[src/core/sbc_pkg.sv]
/*
  sbc_pkg: constants, register map, field layouts and types shared by the
  holding-brake control block. Assumes a 100 MHz system clock and a 32-bit
  APB bus with one aligned word per register.
*/
package sbc_pkg;

  // ==========================================================================
  // clock and timing
  localparam int unsigned CLK_PERIOD_NS = 10;
  localparam int unsigned MS_NS         = 1000000;
  localparam int unsigned CYC_PER_MS    = MS_NS / CLK_PERIOD_NS;
  localparam logic [15:0] POST_OFF_MS   = 16'h0032;   // motor stays powered after brake drop
  localparam logic [15:0] STATIC_RPM    = 16'h001e;   // static / moving boundary

  // ==========================================================================
  // register byte offsets
  localparam logic [7:0] OFS_BRK_EN   = 8'h00;
  localparam logic [7:0] OFS_DO_FUNC  = 8'h04;
  localparam logic [7:0] OFS_DO_POL   = 8'h08;
  localparam logic [7:0] OFS_HOLD_MS  = 8'h0c;
  localparam logic [7:0] OFS_CMD_MS   = 8'h10;
  localparam logic [7:0] OFS_SPD_THR  = 8'h14;
  localparam logic [7:0] OFS_WAIT_MS  = 8'h18;
  localparam logic [7:0] OFS_STATUS   = 8'h1c;
  localparam logic [7:0] OFS_MOT_STG  = 8'h20;
  localparam logic [7:0] OFS_MOT_ACT  = 8'h24;
  localparam logic [7:0] OFS_RESTART  = 8'h28;

  // ==========================================================================
  // reset values and legal ranges
  localparam logic [15:0] RST_BRK_EN  = 16'h0001;
  localparam logic [15:0] MAX_BRK_EN  = 16'h0001;
  localparam logic [15:0] RST_HOLD_MS = 16'h0096;
  localparam logic [15:0] MIN_HOLD_MS = 16'h0001;
  localparam logic [15:0] MAX_HOLD_MS = 16'h03e8;
  localparam logic [15:0] RST_CMD_MS  = 16'h00fa;
  localparam logic [15:0] MAX_CMD_MS  = 16'h01f4;
  localparam logic [15:0] RST_SPD_THR = 16'h001e;
  localparam logic [15:0] MAX_SPD_THR = 16'h0bb8;
  localparam logic [15:0] RST_WAIT_MS = 16'h01f4;
  localparam logic [15:0] MIN_WAIT_MS = 16'h0001;
  localparam logic [15:0] MAX_WAIT_MS = 16'h03e8;
  localparam logic [15:0] RST_MOT_PAR = 16'h0bb8;
  localparam logic [31:0] RST_DO_FUNC = 32'h0000_0011;
  localparam logic [3:0]  RST_DO_POL  = 4'h0;
  localparam logic [7:0]  FUNC_BRAKE  = 8'h11;

  // ==========================================================================
  // status field positions
  localparam int unsigned ST_BIT_MOTOR  = 0;
  localparam int unsigned ST_BIT_BRAKE  = 1;
  localparam int unsigned ST_BIT_STATIC = 2;
  localparam int unsigned ST_BIT_CMDRDY = 3;
  localparam int unsigned ST_POS_STATE  = 8;

  // ==========================================================================
  // types
  typedef enum logic [4:0] {
    ST_OFF   = 5'b00001,
    ST_RUN   = 5'b00010,
    ST_HOLD  = 5'b00100,
    ST_DECEL = 5'b01000,
    ST_POST  = 5'b10000
  } sbc_state_e;

  typedef struct packed {
    logic [15:0] brk_en;
    logic [15:0] hold_ms;
    logic [15:0] cmd_ms;
    logic [15:0] spd_thr;
    logic [15:0] wait_ms;
  } sbc_cfg_s;

endpackage : sbc_pkg

[src/core/sbc_ms_timer.sv]
/*
  sbc_ms_timer: millisecond down-timer with its own prescaler. Assumes start
  is a one-cycle pulse from logic on the same clock.
*/
`timescale 1ns/1ps
`default_nettype none

module sbc_ms_timer #(
  parameter int unsigned CYC_PER_MS = 100000
) (
  // clock and reset
  input  wire logic        clk_i,
  input  wire logic        rst_i,
  // control
  input  wire logic        start_i,
  input  wire logic [15:0] ms_i,
  // status
  output logic             done_o
);

  // ==========================================================================
  // prescaler and millisecond counter
  logic [31:0] pre_r;
  logic [15:0] ms_r;
  logic        run_r;
  logic        tick;

  assign tick = (pre_r == 32'(CYC_PER_MS - 1));

  always_ff @(posedge clk_i) begin
    if (rst_i || start_i) begin
      pre_r <= 32'h0;
    end else if (run_r) begin
      pre_r <= tick ? 32'h0 : pre_r + 32'h1;
    end
  end

  // zero length finishes on the next edge
  always_ff @(posedge clk_i) begin
    if (rst_i) begin
      ms_r   <= 16'h0;
      run_r  <= 1'b0;
      done_o <= 1'b0;
    end else if (start_i) begin
      ms_r   <= ms_i;
      run_r  <= (ms_i != 16'h0);
      done_o <= (ms_i == 16'h0);
    end else if (run_r && tick) begin
      ms_r <= ms_r - 16'h1;
      if (ms_r == 16'h1) begin
        run_r  <= 1'b0;
        done_o <= 1'b1;
      end
    end
  end

endmodule // sbc_ms_timer

`default_nettype wire

[src/core/sbc_top.sv]
/*
  sbc_top: holding-brake control for a servo drive with APB registers.
  Assumes servo enable, fault and measured speed come from logic on the
  same clock, and that the APB master follows the usual two-phase protocol.
*/
`timescale 1ns/1ps
`default_nettype none

module sbc_top
  import sbc_pkg::*;
#(
  parameter int unsigned CYC_PER_MS_P = CYC_PER_MS,
  parameter int unsigned N_DO         = 4
) (
  // clock and reset
  input  wire logic              CLOCK_I,
  input  wire logic              SYS_RST_I,
  // apb slave
  input  wire logic              PSEL_I,
  input  wire logic              PENABLE_I,
  input  wire logic              PWRITE_I,
  input  wire logic [7:0]        PADDR_I,
  input  wire logic [31:0]       PWDATA_I,
  output logic [31:0]            PRDATA_O,
  output logic                   PREADY_O,
  output logic                   PSLVERR_O,
  // drive state
  input  wire logic              SERVO_EN_I,
  input  wire logic              FAULT_I,
  input  wire logic [15:0]       SPEED_RPM_I,
  // outputs
  output logic                   MOTOR_PWR_O,
  output logic                   HOLDING_BRAKE_OUTPUT_O,
  output logic                   CMD_READY_O,
  output logic [N_DO-1:0]        DO_O,
  output logic [15:0]            MOTOR_PARAM_O
);

  // ==========================================================================
  // declarations
  sbc_cfg_s          cfg_r;
  sbc_state_e        state_r, state_nxt;
  logic [8*N_DO-1:0] do_func_r;
  logic [N_DO-1:0]   do_pol_r;
  logic [15:0]       mot_stg_r, mot_act_r;
  logic              brake_r, motor_r, restart_r;
  logic              brake_nxt;
  logic              wr, rd_setup, bad_addr, refuse, is_static, is_slow;
  logic              tmr_start, tmr_done, cmd_done;
  logic [15:0]       tmr_ms, wdat;

  assign wdat      = PWDATA_I[15:0];
  assign wr        = PSEL_I && PENABLE_I && PWRITE_I && !PSLVERR_O;
  assign rd_setup  = PSEL_I && !PENABLE_I && !PWRITE_I;
  assign is_static = (SPEED_RPM_I < STATIC_RPM);
  assign is_slow   = (SPEED_RPM_I < cfg_r.spd_thr);

  // ==========================================================================
  // apb decode: zero wait states, errors for bad address or value, or a motor parameter write while running
  assign PREADY_O = 1'b1;

  always_comb begin
    bad_addr = 1'b0;
    refuse   = 1'b0;
    case (PADDR_I)
      OFS_BRK_EN:  refuse = PWRITE_I && (wdat > MAX_BRK_EN);
      OFS_DO_FUNC, OFS_DO_POL, OFS_STATUS, OFS_MOT_ACT, OFS_RESTART: refuse = 1'b0;
      OFS_HOLD_MS: refuse = PWRITE_I && (wdat < MIN_HOLD_MS || wdat > MAX_HOLD_MS);
      OFS_CMD_MS:  refuse = PWRITE_I && (wdat > MAX_CMD_MS);
      OFS_SPD_THR: refuse = PWRITE_I && (wdat > MAX_SPD_THR);
      OFS_WAIT_MS: refuse = PWRITE_I && (wdat < MIN_WAIT_MS || wdat > MAX_WAIT_MS);
      OFS_MOT_STG: refuse = PWRITE_I && (state_r != ST_OFF);
      default:     bad_addr = 1'b1;
    endcase
    PSLVERR_O = PSEL_I && PENABLE_I && (bad_addr || refuse);
  end

  // ==========================================================================
  // configuration registers
  always_ff @(posedge CLOCK_I) begin
    if (SYS_RST_I) begin
      cfg_r     <= '{RST_BRK_EN, RST_HOLD_MS, RST_CMD_MS, RST_SPD_THR, RST_WAIT_MS};
      do_func_r <= (8*N_DO)'(RST_DO_FUNC);
      do_pol_r  <= N_DO'(RST_DO_POL);
    end else if (wr) begin
      case (PADDR_I)
        OFS_BRK_EN:  cfg_r.brk_en  <= wdat;
        OFS_HOLD_MS: cfg_r.hold_ms <= wdat;
        OFS_CMD_MS:  cfg_r.cmd_ms  <= wdat;
        OFS_SPD_THR: cfg_r.spd_thr <= wdat;
        OFS_WAIT_MS: cfg_r.wait_ms <= wdat;
        OFS_DO_FUNC: do_func_r     <= (8*N_DO)'(PWDATA_I);
        OFS_DO_POL:  do_pol_r      <= N_DO'(PWDATA_I);
        default:     cfg_r.brk_en  <= cfg_r.brk_en;
      endcase
    end
  end

  // staged motor parameter only reaches the control path on a restart
  always_ff @(posedge CLOCK_I) begin
    if (SYS_RST_I) begin
      mot_stg_r <= RST_MOT_PAR;
      mot_act_r <= RST_MOT_PAR;
      restart_r <= 1'b0;
    end else begin
      restart_r <= wr && (PADDR_I == OFS_RESTART) && PWDATA_I[0];
      if (wr && PADDR_I == OFS_MOT_STG) begin
        mot_stg_r <= wdat;
      end
      if (restart_r) begin
        mot_act_r <= mot_stg_r;
      end
    end
  end

  // ==========================================================================
  // read data, captured in the setup phase
  always_ff @(posedge CLOCK_I) begin
    if (SYS_RST_I) begin
      PRDATA_O <= 32'h0;
    end else if (rd_setup) begin
      case (PADDR_I)
        OFS_BRK_EN:  PRDATA_O <= {16'h0, cfg_r.brk_en};
        OFS_DO_FUNC: PRDATA_O <= 32'(do_func_r);
        OFS_DO_POL:  PRDATA_O <= 32'(do_pol_r);
        OFS_HOLD_MS: PRDATA_O <= {16'h0, cfg_r.hold_ms};
        OFS_CMD_MS:  PRDATA_O <= {16'h0, cfg_r.cmd_ms};
        OFS_SPD_THR: PRDATA_O <= {16'h0, cfg_r.spd_thr};
        OFS_WAIT_MS: PRDATA_O <= {16'h0, cfg_r.wait_ms};
        OFS_STATUS:  PRDATA_O <= {19'h0, state_r, 4'h0, CMD_READY_O, is_static,
                                  brake_r, motor_r};
        OFS_MOT_STG: PRDATA_O <= {16'h0, mot_stg_r};
        OFS_MOT_ACT: PRDATA_O <= {16'h0, mot_act_r};
        default:     PRDATA_O <= 32'h0;
      endcase
    end
  end

  // ==========================================================================
  // stop sequencing
  always_comb begin
    state_nxt = state_r;
    tmr_start = 1'b0;
    tmr_ms    = POST_OFF_MS;
    case (state_r)
      ST_OFF: begin
        if (SERVO_EN_I && !FAULT_I) begin
          state_nxt = ST_RUN;
        end
      end
      ST_RUN: begin
        if (FAULT_I) begin
          state_nxt = ST_OFF;
        end else if (!SERVO_EN_I && is_static) begin
          state_nxt = ST_HOLD;
          tmr_start = 1'b1;
          tmr_ms    = cfg_r.hold_ms;
        end else if (!SERVO_EN_I) begin
          state_nxt = ST_DECEL;
          tmr_start = 1'b1;
          tmr_ms    = cfg_r.wait_ms;
        end
      end
      ST_DECEL: begin
        if (FAULT_I) begin
          state_nxt = ST_OFF;
        end else if (is_slow || tmr_done) begin
          state_nxt = ST_POST;
          tmr_start = 1'b1;
        end
      end
      ST_HOLD, ST_POST: begin
        if (FAULT_I || tmr_done) begin
          state_nxt = ST_OFF;
        end
      end
      default: state_nxt = ST_OFF;
    endcase
    if (restart_r) begin
      state_nxt = ST_OFF;
      tmr_start = 1'b0;
    end
  end

  always_ff @(posedge CLOCK_I) begin
    if (SYS_RST_I) begin
      state_r <= ST_OFF;
    end else begin
      state_r <= state_nxt;
    end
  end

  // fault path drops power and brake in the same edge, no delay
  // terminals use the next brake value so the pin moves with brake_r
  assign brake_nxt = (cfg_r.brk_en == MAX_BRK_EN) &&
                     (state_nxt == ST_RUN || state_nxt == ST_DECEL);

  always_ff @(posedge CLOCK_I) begin
    if (SYS_RST_I) begin
      motor_r <= 1'b0;
      brake_r <= 1'b0;
    end else begin
      motor_r <= (state_nxt != ST_OFF);
      brake_r <= brake_nxt;
    end
  end

  // terminals: inactive brake level leaves the brake coil unpowered
  always_ff @(posedge CLOCK_I) begin
    if (SYS_RST_I) begin
      DO_O <= '0;
    end else begin
      for (int i = 0; i < N_DO; i++) begin
        DO_O[i] <= (do_func_r[8*i +: 8] == FUNC_BRAKE) ? (brake_nxt ^ do_pol_r[i])
                                                        : do_pol_r[i];
      end
    end
  end

  assign MOTOR_PWR_O            = motor_r;
  assign HOLDING_BRAKE_OUTPUT_O = brake_r;
  assign MOTOR_PARAM_O          = mot_act_r;
  assign CMD_READY_O            = (state_r == ST_RUN) && cmd_done;

  // ==========================================================================
  // timers
  sbc_ms_timer #(.CYC_PER_MS(CYC_PER_MS_P)) u_seq_tmr (
    .clk_i   (CLOCK_I),
    .rst_i   (SYS_RST_I),
    .start_i (tmr_start),
    .ms_i    (tmr_ms),
    .done_o  (tmr_done)
  );

  sbc_ms_timer #(.CYC_PER_MS(CYC_PER_MS_P)) u_cmd_tmr (
    .clk_i   (CLOCK_I),
    .rst_i   (SYS_RST_I),
    .start_i (state_r == ST_OFF && state_nxt == ST_RUN),
    .ms_i    (cfg_r.cmd_ms),
    .done_o  (cmd_done)
  );
endmodule // sbc_top

`default_nettype wire

[config.mk]
export PLATFORM = sky130hd
export DESIGN_NAME = sbc_top
export DESIGN_NICKNAME = d
export VERILOG_FILES = /design/src/core/sbc_pkg.sv /design/src/core/sbc_ms_timer.sv /design/src/core/sbc_top.sv
export SDC_FILE = /design/constraint.sdc
export NUM_CORES = 1
export LEC_CHECK = 0
export BUFFER_PORTS_ARGS = -buffer_cell sky130_fd_sc_hd__buf_2
export CORE_UTILIZATION = 50
export DETAILED_ROUTE_END_ITERATION = 10
export GPL_ROUTABILITY_DRIVEN = 0
export HOLD_SLACK_MARGIN = 0.1
export PLACE_DENSITY = 0.73
export SETUP_SLACK_MARGIN = 0.15
export SLEW_MARGIN = 30
export SYNTH_ARGS = -nofsm -noshare
export SYNTH_HDL_FRONTEND = slang
export SYNTH_SLANG_ARGS = --single-unit
[constraint.sdc]
create_clock -name CLOCK_I -period 4.23 [get_ports CLOCK_I]
set_input_delay 0.6345 -clock CLOCK_I [delete_from_list [all_inputs] [get_ports CLOCK_I]]
set_output_delay 0.6345 -clock CLOCK_I [all_outputs]
set_load 0.05 [all_outputs]
Word-level counts from Yosys, hierarchy flattened
Index checks and enable logic that the tools add are counted.
Widths: inputs -> output; s select.
- bits in registers: 292
- bits in latches: 0
- bits in writable memories: 0
- ROM bits: 0
- input bits: 63
- output and inout port bits: 57
- memories: 0
- add/subtract/negate cells: 4
- $mul: 0
- div/mod/pow operators: 0
- $lt $le $gt $ge: 7
- equality and inequality tests: 28
- shifts and indexed selects: 0
- muxes and demuxes: 45
- bitwise logic cells: 4
- reductions and logical operators: 54
- operators with widths (operator ; count):
    $pmux 32 s10 ; 1
    $mux 16 ; 8
    $add 32x1->32 const B ; 2
    $eq 32x17->1 const B ; 2
    $eq 8x5->1 const B ; 8
    $mux 32 ; 2
    $eq 16x1->1 const B ; 3
    $mux 5 ; 8
    $logic_not 16->1 ; 2
    $reduce_bool 16->1 ; 2
    $sub 16x1->16 const B ; 2
    $eq 8x6->1 const B ; 3
    $mux 1 ; 23
    $logic_and 1x1->1 ; 21
    $pmux 5 s4 ; 1
    $reduce_and 2->1 ; 9
    $eq 8x4->1 const B ; 2
    $gt 16x1->1 const B ; 1
    $gt 16x10->1 const B ; 1
    $gt 16x12->1 const B ; 1
    $gt 16x9->1 const B ; 1
    $lt 16x1->1 const B ; 1
    $lt 16x16->1 ; 1
    $lt 16x5->1 const B ; 1
    other kinds (16) ; 36

Longest topological paths before layout
- depth after elaboration: 11
- gate-level depth with buffers: 10
- depth with buffers taken out: 9

By module
Synthesis repeated with hierarchy kept, for this count alone.
- cell total of the unflattened synthesis: 1702
- area, all modules: 14295.0 µm²
- modules (own cells, without submodules) (module ; instances ; cells each ; area an instance (µm²)):
    sbc_top ; 1 ; 1044 ; 8957.3
    sbc_ms_timer ; 2 ; 329 ; 2668.8

Least setup slack after synthesis
Ideal clock, no wire load.
- path kind: input-to-output
- from: in PADDR_I[1]
- to: out PSLVERR_O
- arrival: 2878 ps
- setup slack: 718 ps
- stages: 7
- path buffers: 1
- cell sequence: or4_1 -> clkbuf_1 -> nor2_1 -> a21bo_1 -> nand4_4 -> a21oi_1 -> o21ai_1
- longest elaborated chain between the ends: 5
- RTL lines (item ; RTL line ; text):
    from (decl) ; sbc_top.sv:22 ; input wire logic [7:0] PADDR_I,
    $eq 8x5->1 (tied with other cells) ; sbc_top.sv:65 ; case (PADDR_I)
    $reduce_or 2->1 (no source line) or $reduce_or 11->1 (tied branches) ; - ;
    $pmux 1 s5 or $mux 1 (tied branches) ; sbc_top.sv:65 ;
    $logic_or 1x1->1 * ; sbc_top.sv:75 ; PSLVERR_O = PSEL_I && PENABLE_I && (bad_addr || refuse);
    $logic_and 1x1->1 * ; sbc_top.sv:75 ;
    to (decl) ; sbc_top.sv:26 ; output logic PSLVERR_O,
Mark *: on every way between the ends. The rest lies on a longest branch, timed or not.

Worst setup path after layout
- from: in PWDATA_I[12]
- to: out PSLVERR_O
- longest elaborated chain between the ends: 6
- RTL lines (item ; RTL line ; text):
    from (decl) ; sbc_top.sv:23 ; input wire logic [31:0] PWDATA_I,
    $lt 16x1->1 or $gt 16x10->1 (tied branches) ; sbc_top.sv:68, sbc_top.sv:71 ;
    $logic_or 1x1->1 ; sbc_top.sv:68, sbc_top.sv:71 ;
    $logic_and 1x1->1 ; sbc_top.sv:68, sbc_top.sv:71 ;
    $pmux 1 s5 * ; sbc_top.sv:65 ;
    $logic_or 1x1->1 * ; sbc_top.sv:75 ;
    $logic_and 1x1->1 * ; sbc_top.sv:75 ;
Marks and branches as above.

==> flow_metrics.py <==
metrics = {
    "timing": {
        "time_the_final_worst_path_needs_with_i_o_delays_and_setup_ns": 3.52,
        "fin_ws_ns": 0.714,
        "timing.final.hold_violations": 0,
        "report.final.slew_viol_count": 0,
        "grt_setup_unrepaired": "false",
        "report.final.setup_viol": 0,
        "fmax_mhz": 284,
        "clock_skew_ns": 0.0196,
        "setup_tns_ns": 0,
        "holdWs_ns": 0.301,
        "worst_slew_pin_slew_ns": 0.950,
        "final.period_utilization": 0.831,
        "max_slew_margin": 0.367,
    },
    "yosys": {
        "mappedNetlistNets": 1668,
        "postSynthAreaPerCell_um2": 8.51,
        "synth_largest_type_area_fraction": 0.434,
        "number_of_enable_type_register_cells_in_the_synthesized_netlist": 0,
        "synth.largest_area_cell": "dfxtp_1",
        "most_common_cell_in_the_netlist": "dfxtp_1",
        "synthesis.yosys.warnings": 0,
        "async_reset_ff_frac": 0,
        "syn_area_um2": 13500,
        "synthDistinctLibCells": 74,
        "synth_area_leaders": "dfxtp_1 43%, nor2_1 5.6%, nand2_1 4.9%, xor2_1 4.0%, mux2i_1 4.0%",
        "top_cell_types_by_occurrence_after_synthesis": "292 x dfxtp_1, 202 x nor2_1, 176 x nand2_1",
        "synth_seq_cells": 292,
        "share_of_the_yosys_chip_area_belonging_to_registers": 0.434,
        "syn-instance-count": 1584,
        "ys.flop_type": "dfxtp_1",
    },
    "grt": {
        "grt_overflow": 0,
        "first_global_vias": 11740,
        "grt_max_degree": 95,
        "number_of_antenna_violations_at_the_first_check_in_global_routing": 0,
        "grtUsageTotal": 0.282,
        "grt_first_pass_wirelength_mm": 62.9,
    },
    "clock_tree": {
        "max-clock-path-buffers": 3,
        "clkTransAtPathRegs_ns": 0.06,
        "tritoncts": "yes",
        "clock_tree.root_cell": "clkbuf_16",
        "sink_count_of_the_clock_tree": 292,
        "number_of_buffers_created_by_cts": 30,
        "cts_max_level": 1,
        "cts_resized": 0,
        "cts.repair_timing.setup_buffer_count": 0,
        "clock_insertion_delay_worst_skew_ns": 0.57,
        "cts.hold.buffers_added": 0,
    },
    "detailed_routing": {
        "drt-total-wl_mm": 39.7,
        "dr.first_iter.drc_count": 1174,
        "route.detailed.wl_per_inst_um": 19.6,
        "avgViaCountPerCell": 6.13,
        "total_via_count_in_the_routed_design": 12417,
        "drc": 0,
        "drtPass1Iterations": 5,
        "detail_route_antenna_nets": 0,
    },
    "power": {
        "total_leakage_power_nw": 5.73,
        "pwr-share-clk": 0.486,
        "power.sequential.fraction": 0.468,
        "p_switching_mw": 1.33,
        "vdd_drop_max_mv": 0.287,
        "p_sw_frac": 0.223,
        "power_per_cell_area_nw_per_um2": 385,
        "combinationalPowerShare": 0.046,
        "cell_internal_pwr_mw": 4.63,
    },
    "worst_setup_path": {
        "cpMaxStageDelayCell": "or4_1",
        "required_ns": 3.60,
        "critPathMaxFanout": 6,
        "critical_path_sink_type": "output pin",
        "cpPeakStageDelay_ns": 0.58,
        "setup.reg_to_reg.worst_slack_ns": 0.94,
        "worstRegToRegCells": 9,
        "worst_ep_arrival_time_ns": 2.88,
        "crit_path_start_kind": "input pin",
        "timing.critical_path.mode_cell": "buf_2",
        "worstPathCellList": "buf_2, or4_1, or3_1, o31ai_2, nand4_4, a21oi_1, o21ai_1, buf_2",
        "critical_path_class": "input pin to output pin",
    },
    "placement": {
        "pre_cts_slack_ns": 0.573,
        "hpwlAfterDp_mm": 28.1,
        "port_buffers": 118,
    },
    "die": {
        "dieWidth_um": 166,
        "number_of_ports_placed_on_the_die_boundary": 120,
        "starting_utilization_of_the_core_area": 0.513,
        "die-area_um2": 27600,
        "fp.dieH_um": 166,
        "floorplan.rows": 59,
        "coreArea_um2": 26300,
    },
    "layout": {
        "ff_latch_area_um2": 5850,
        "multi_input_gate_area_um2": 7190,
        "num-nets-final": 1752,
        "n_fill_cell": 2338,
        "final_layout_size_suffix_gt1_frac": 0.131,
        "syn2layout_area_growth_pct": 14.8,
        "antenna_cells": 0,
    },
    "status": {
        "result_of_the_run": "finished clean",
    },
    "hold_path": {
        "min-delay-path-class": "input pin to flop",
        "whs_path_depth": 3,
    },
    "job": {
        "drv.max_cap_violation_count": 0,
    },
}
sequential cells by signal, indices dropped and copies added (netlist names):
register	cells
DO_O	4
u_cmd_tmr.pre_r	32
u_cmd_tmr.ms_r	16
u_seq_tmr.pre_r	32
do_pol_r	4
PRDATA_O	32
MOTOR_PWR_O	1
u_cmd_tmr.run_r	1
HOLDING_BRAKE_OUTPUT_O	1
mot_stg_r	16
restart_r	1
state_r	5
do_func_r	32
u_seq_tmr.run_r	1
MOTOR_PARAM_O	16
u_seq_tmr.done_o	1
u_cmd_tmr.done_o	1
cfg_r	80
u_seq_tmr.ms_r	16
routing by layer:
layer,vias up,wire length [um],global-route usage
li1,5853,-,-
met1,5878,16300,0.359
met2,557,18000,0.454
met3,129,3150,0.0448
met4,0,2240,0.163
met5,-,0,0
metrics by stage:
step | area, um^2 | instances | total power [mW] | util
4_1_cts | 15500 | 2027 | 5.97 | 0.588
2_1_floorplan | 13500 | 1584 | 3.01 | -
3_5_place_dp | 14400 | 1971 | 3.12 | 0.546
3_3_place_gp | 14300 | 1971 | 3.11 | 0.546
5_1_grt | 15500 | 2027 | 6.12 | 0.589
6_report | 15500 | 2027 | 5.96 | 0.589
kinds of logic after synthesis:
family / synth area share
AOI/OAI and AO/OA: 0.146
xor gates and xnor gates: 0.0533
adders and majority gates: 0.0195
buffers and inverters: 0.0359
DFF: 0.434
muxes: 0.0451
other: 0.000278
and+or+nand+nor: 0.266
power groups by stage:
stage,clock [mW],sequential [mW],combinational (mW)
floorplan,0,2.85,0.163
global placement,0,2.85,0.261
detailed placement,0,2.85,0.267
CTS,2.91,2.79,0.269
global route,3.04,2.79,0.296
finish,2.90,2.79,0.274
worst paths after layout:
| path | startpoint | to |
|---|---|---|
| worst max register to register | cfg_r[23]$_SDFFE_PP0P_ | u_seq_tmr.pre_r[6]$_SDFFE_PP0P_ |
| worst max-delay path | PWDATA_I[12] | PSLVERR_O |
| worst min register to register | PRDATA_O[16]$_SDFFE_PP0P_ | PRDATA_O[16]$_SDFFE_PP0P_ |
| worst min-delay path | PWDATA_I[29] | do_func_r[29]$_SDFFE_PP0P_ |
worst max-delay path, delay by kind of cell:
kind | cells | cell delay (ns)
and+or+nand+nor | 3 | 1.23
AOI/OAI and AO/OA | 3 | 0.66
buffers and inverters | 2 | 0.36
cell type report:
type | instances | share of cell area
inverter | 30 | 0.00728
clock inverter | 11 | 0.0125
tap | 335 | 0.0271
multi-input combinational | 1169 | 0.465
timing repair buffer | 145 | 0.0519
clock buffer | 45 | 0.0586
sequential | 292 | 0.378
placed cells by master, fill, tap and decap left out, drive strengths merged, types with 45 or more instances in the layout:
cell type    n
nand2      176
buf        145
clkbuf      45
nor2       202
nor3        56
xor2        62
nor4        45
dfxtp      292
a21oi       99
mux2i       54
nand3       62
a22oi       46
Power figures use the tool's default switching activity.
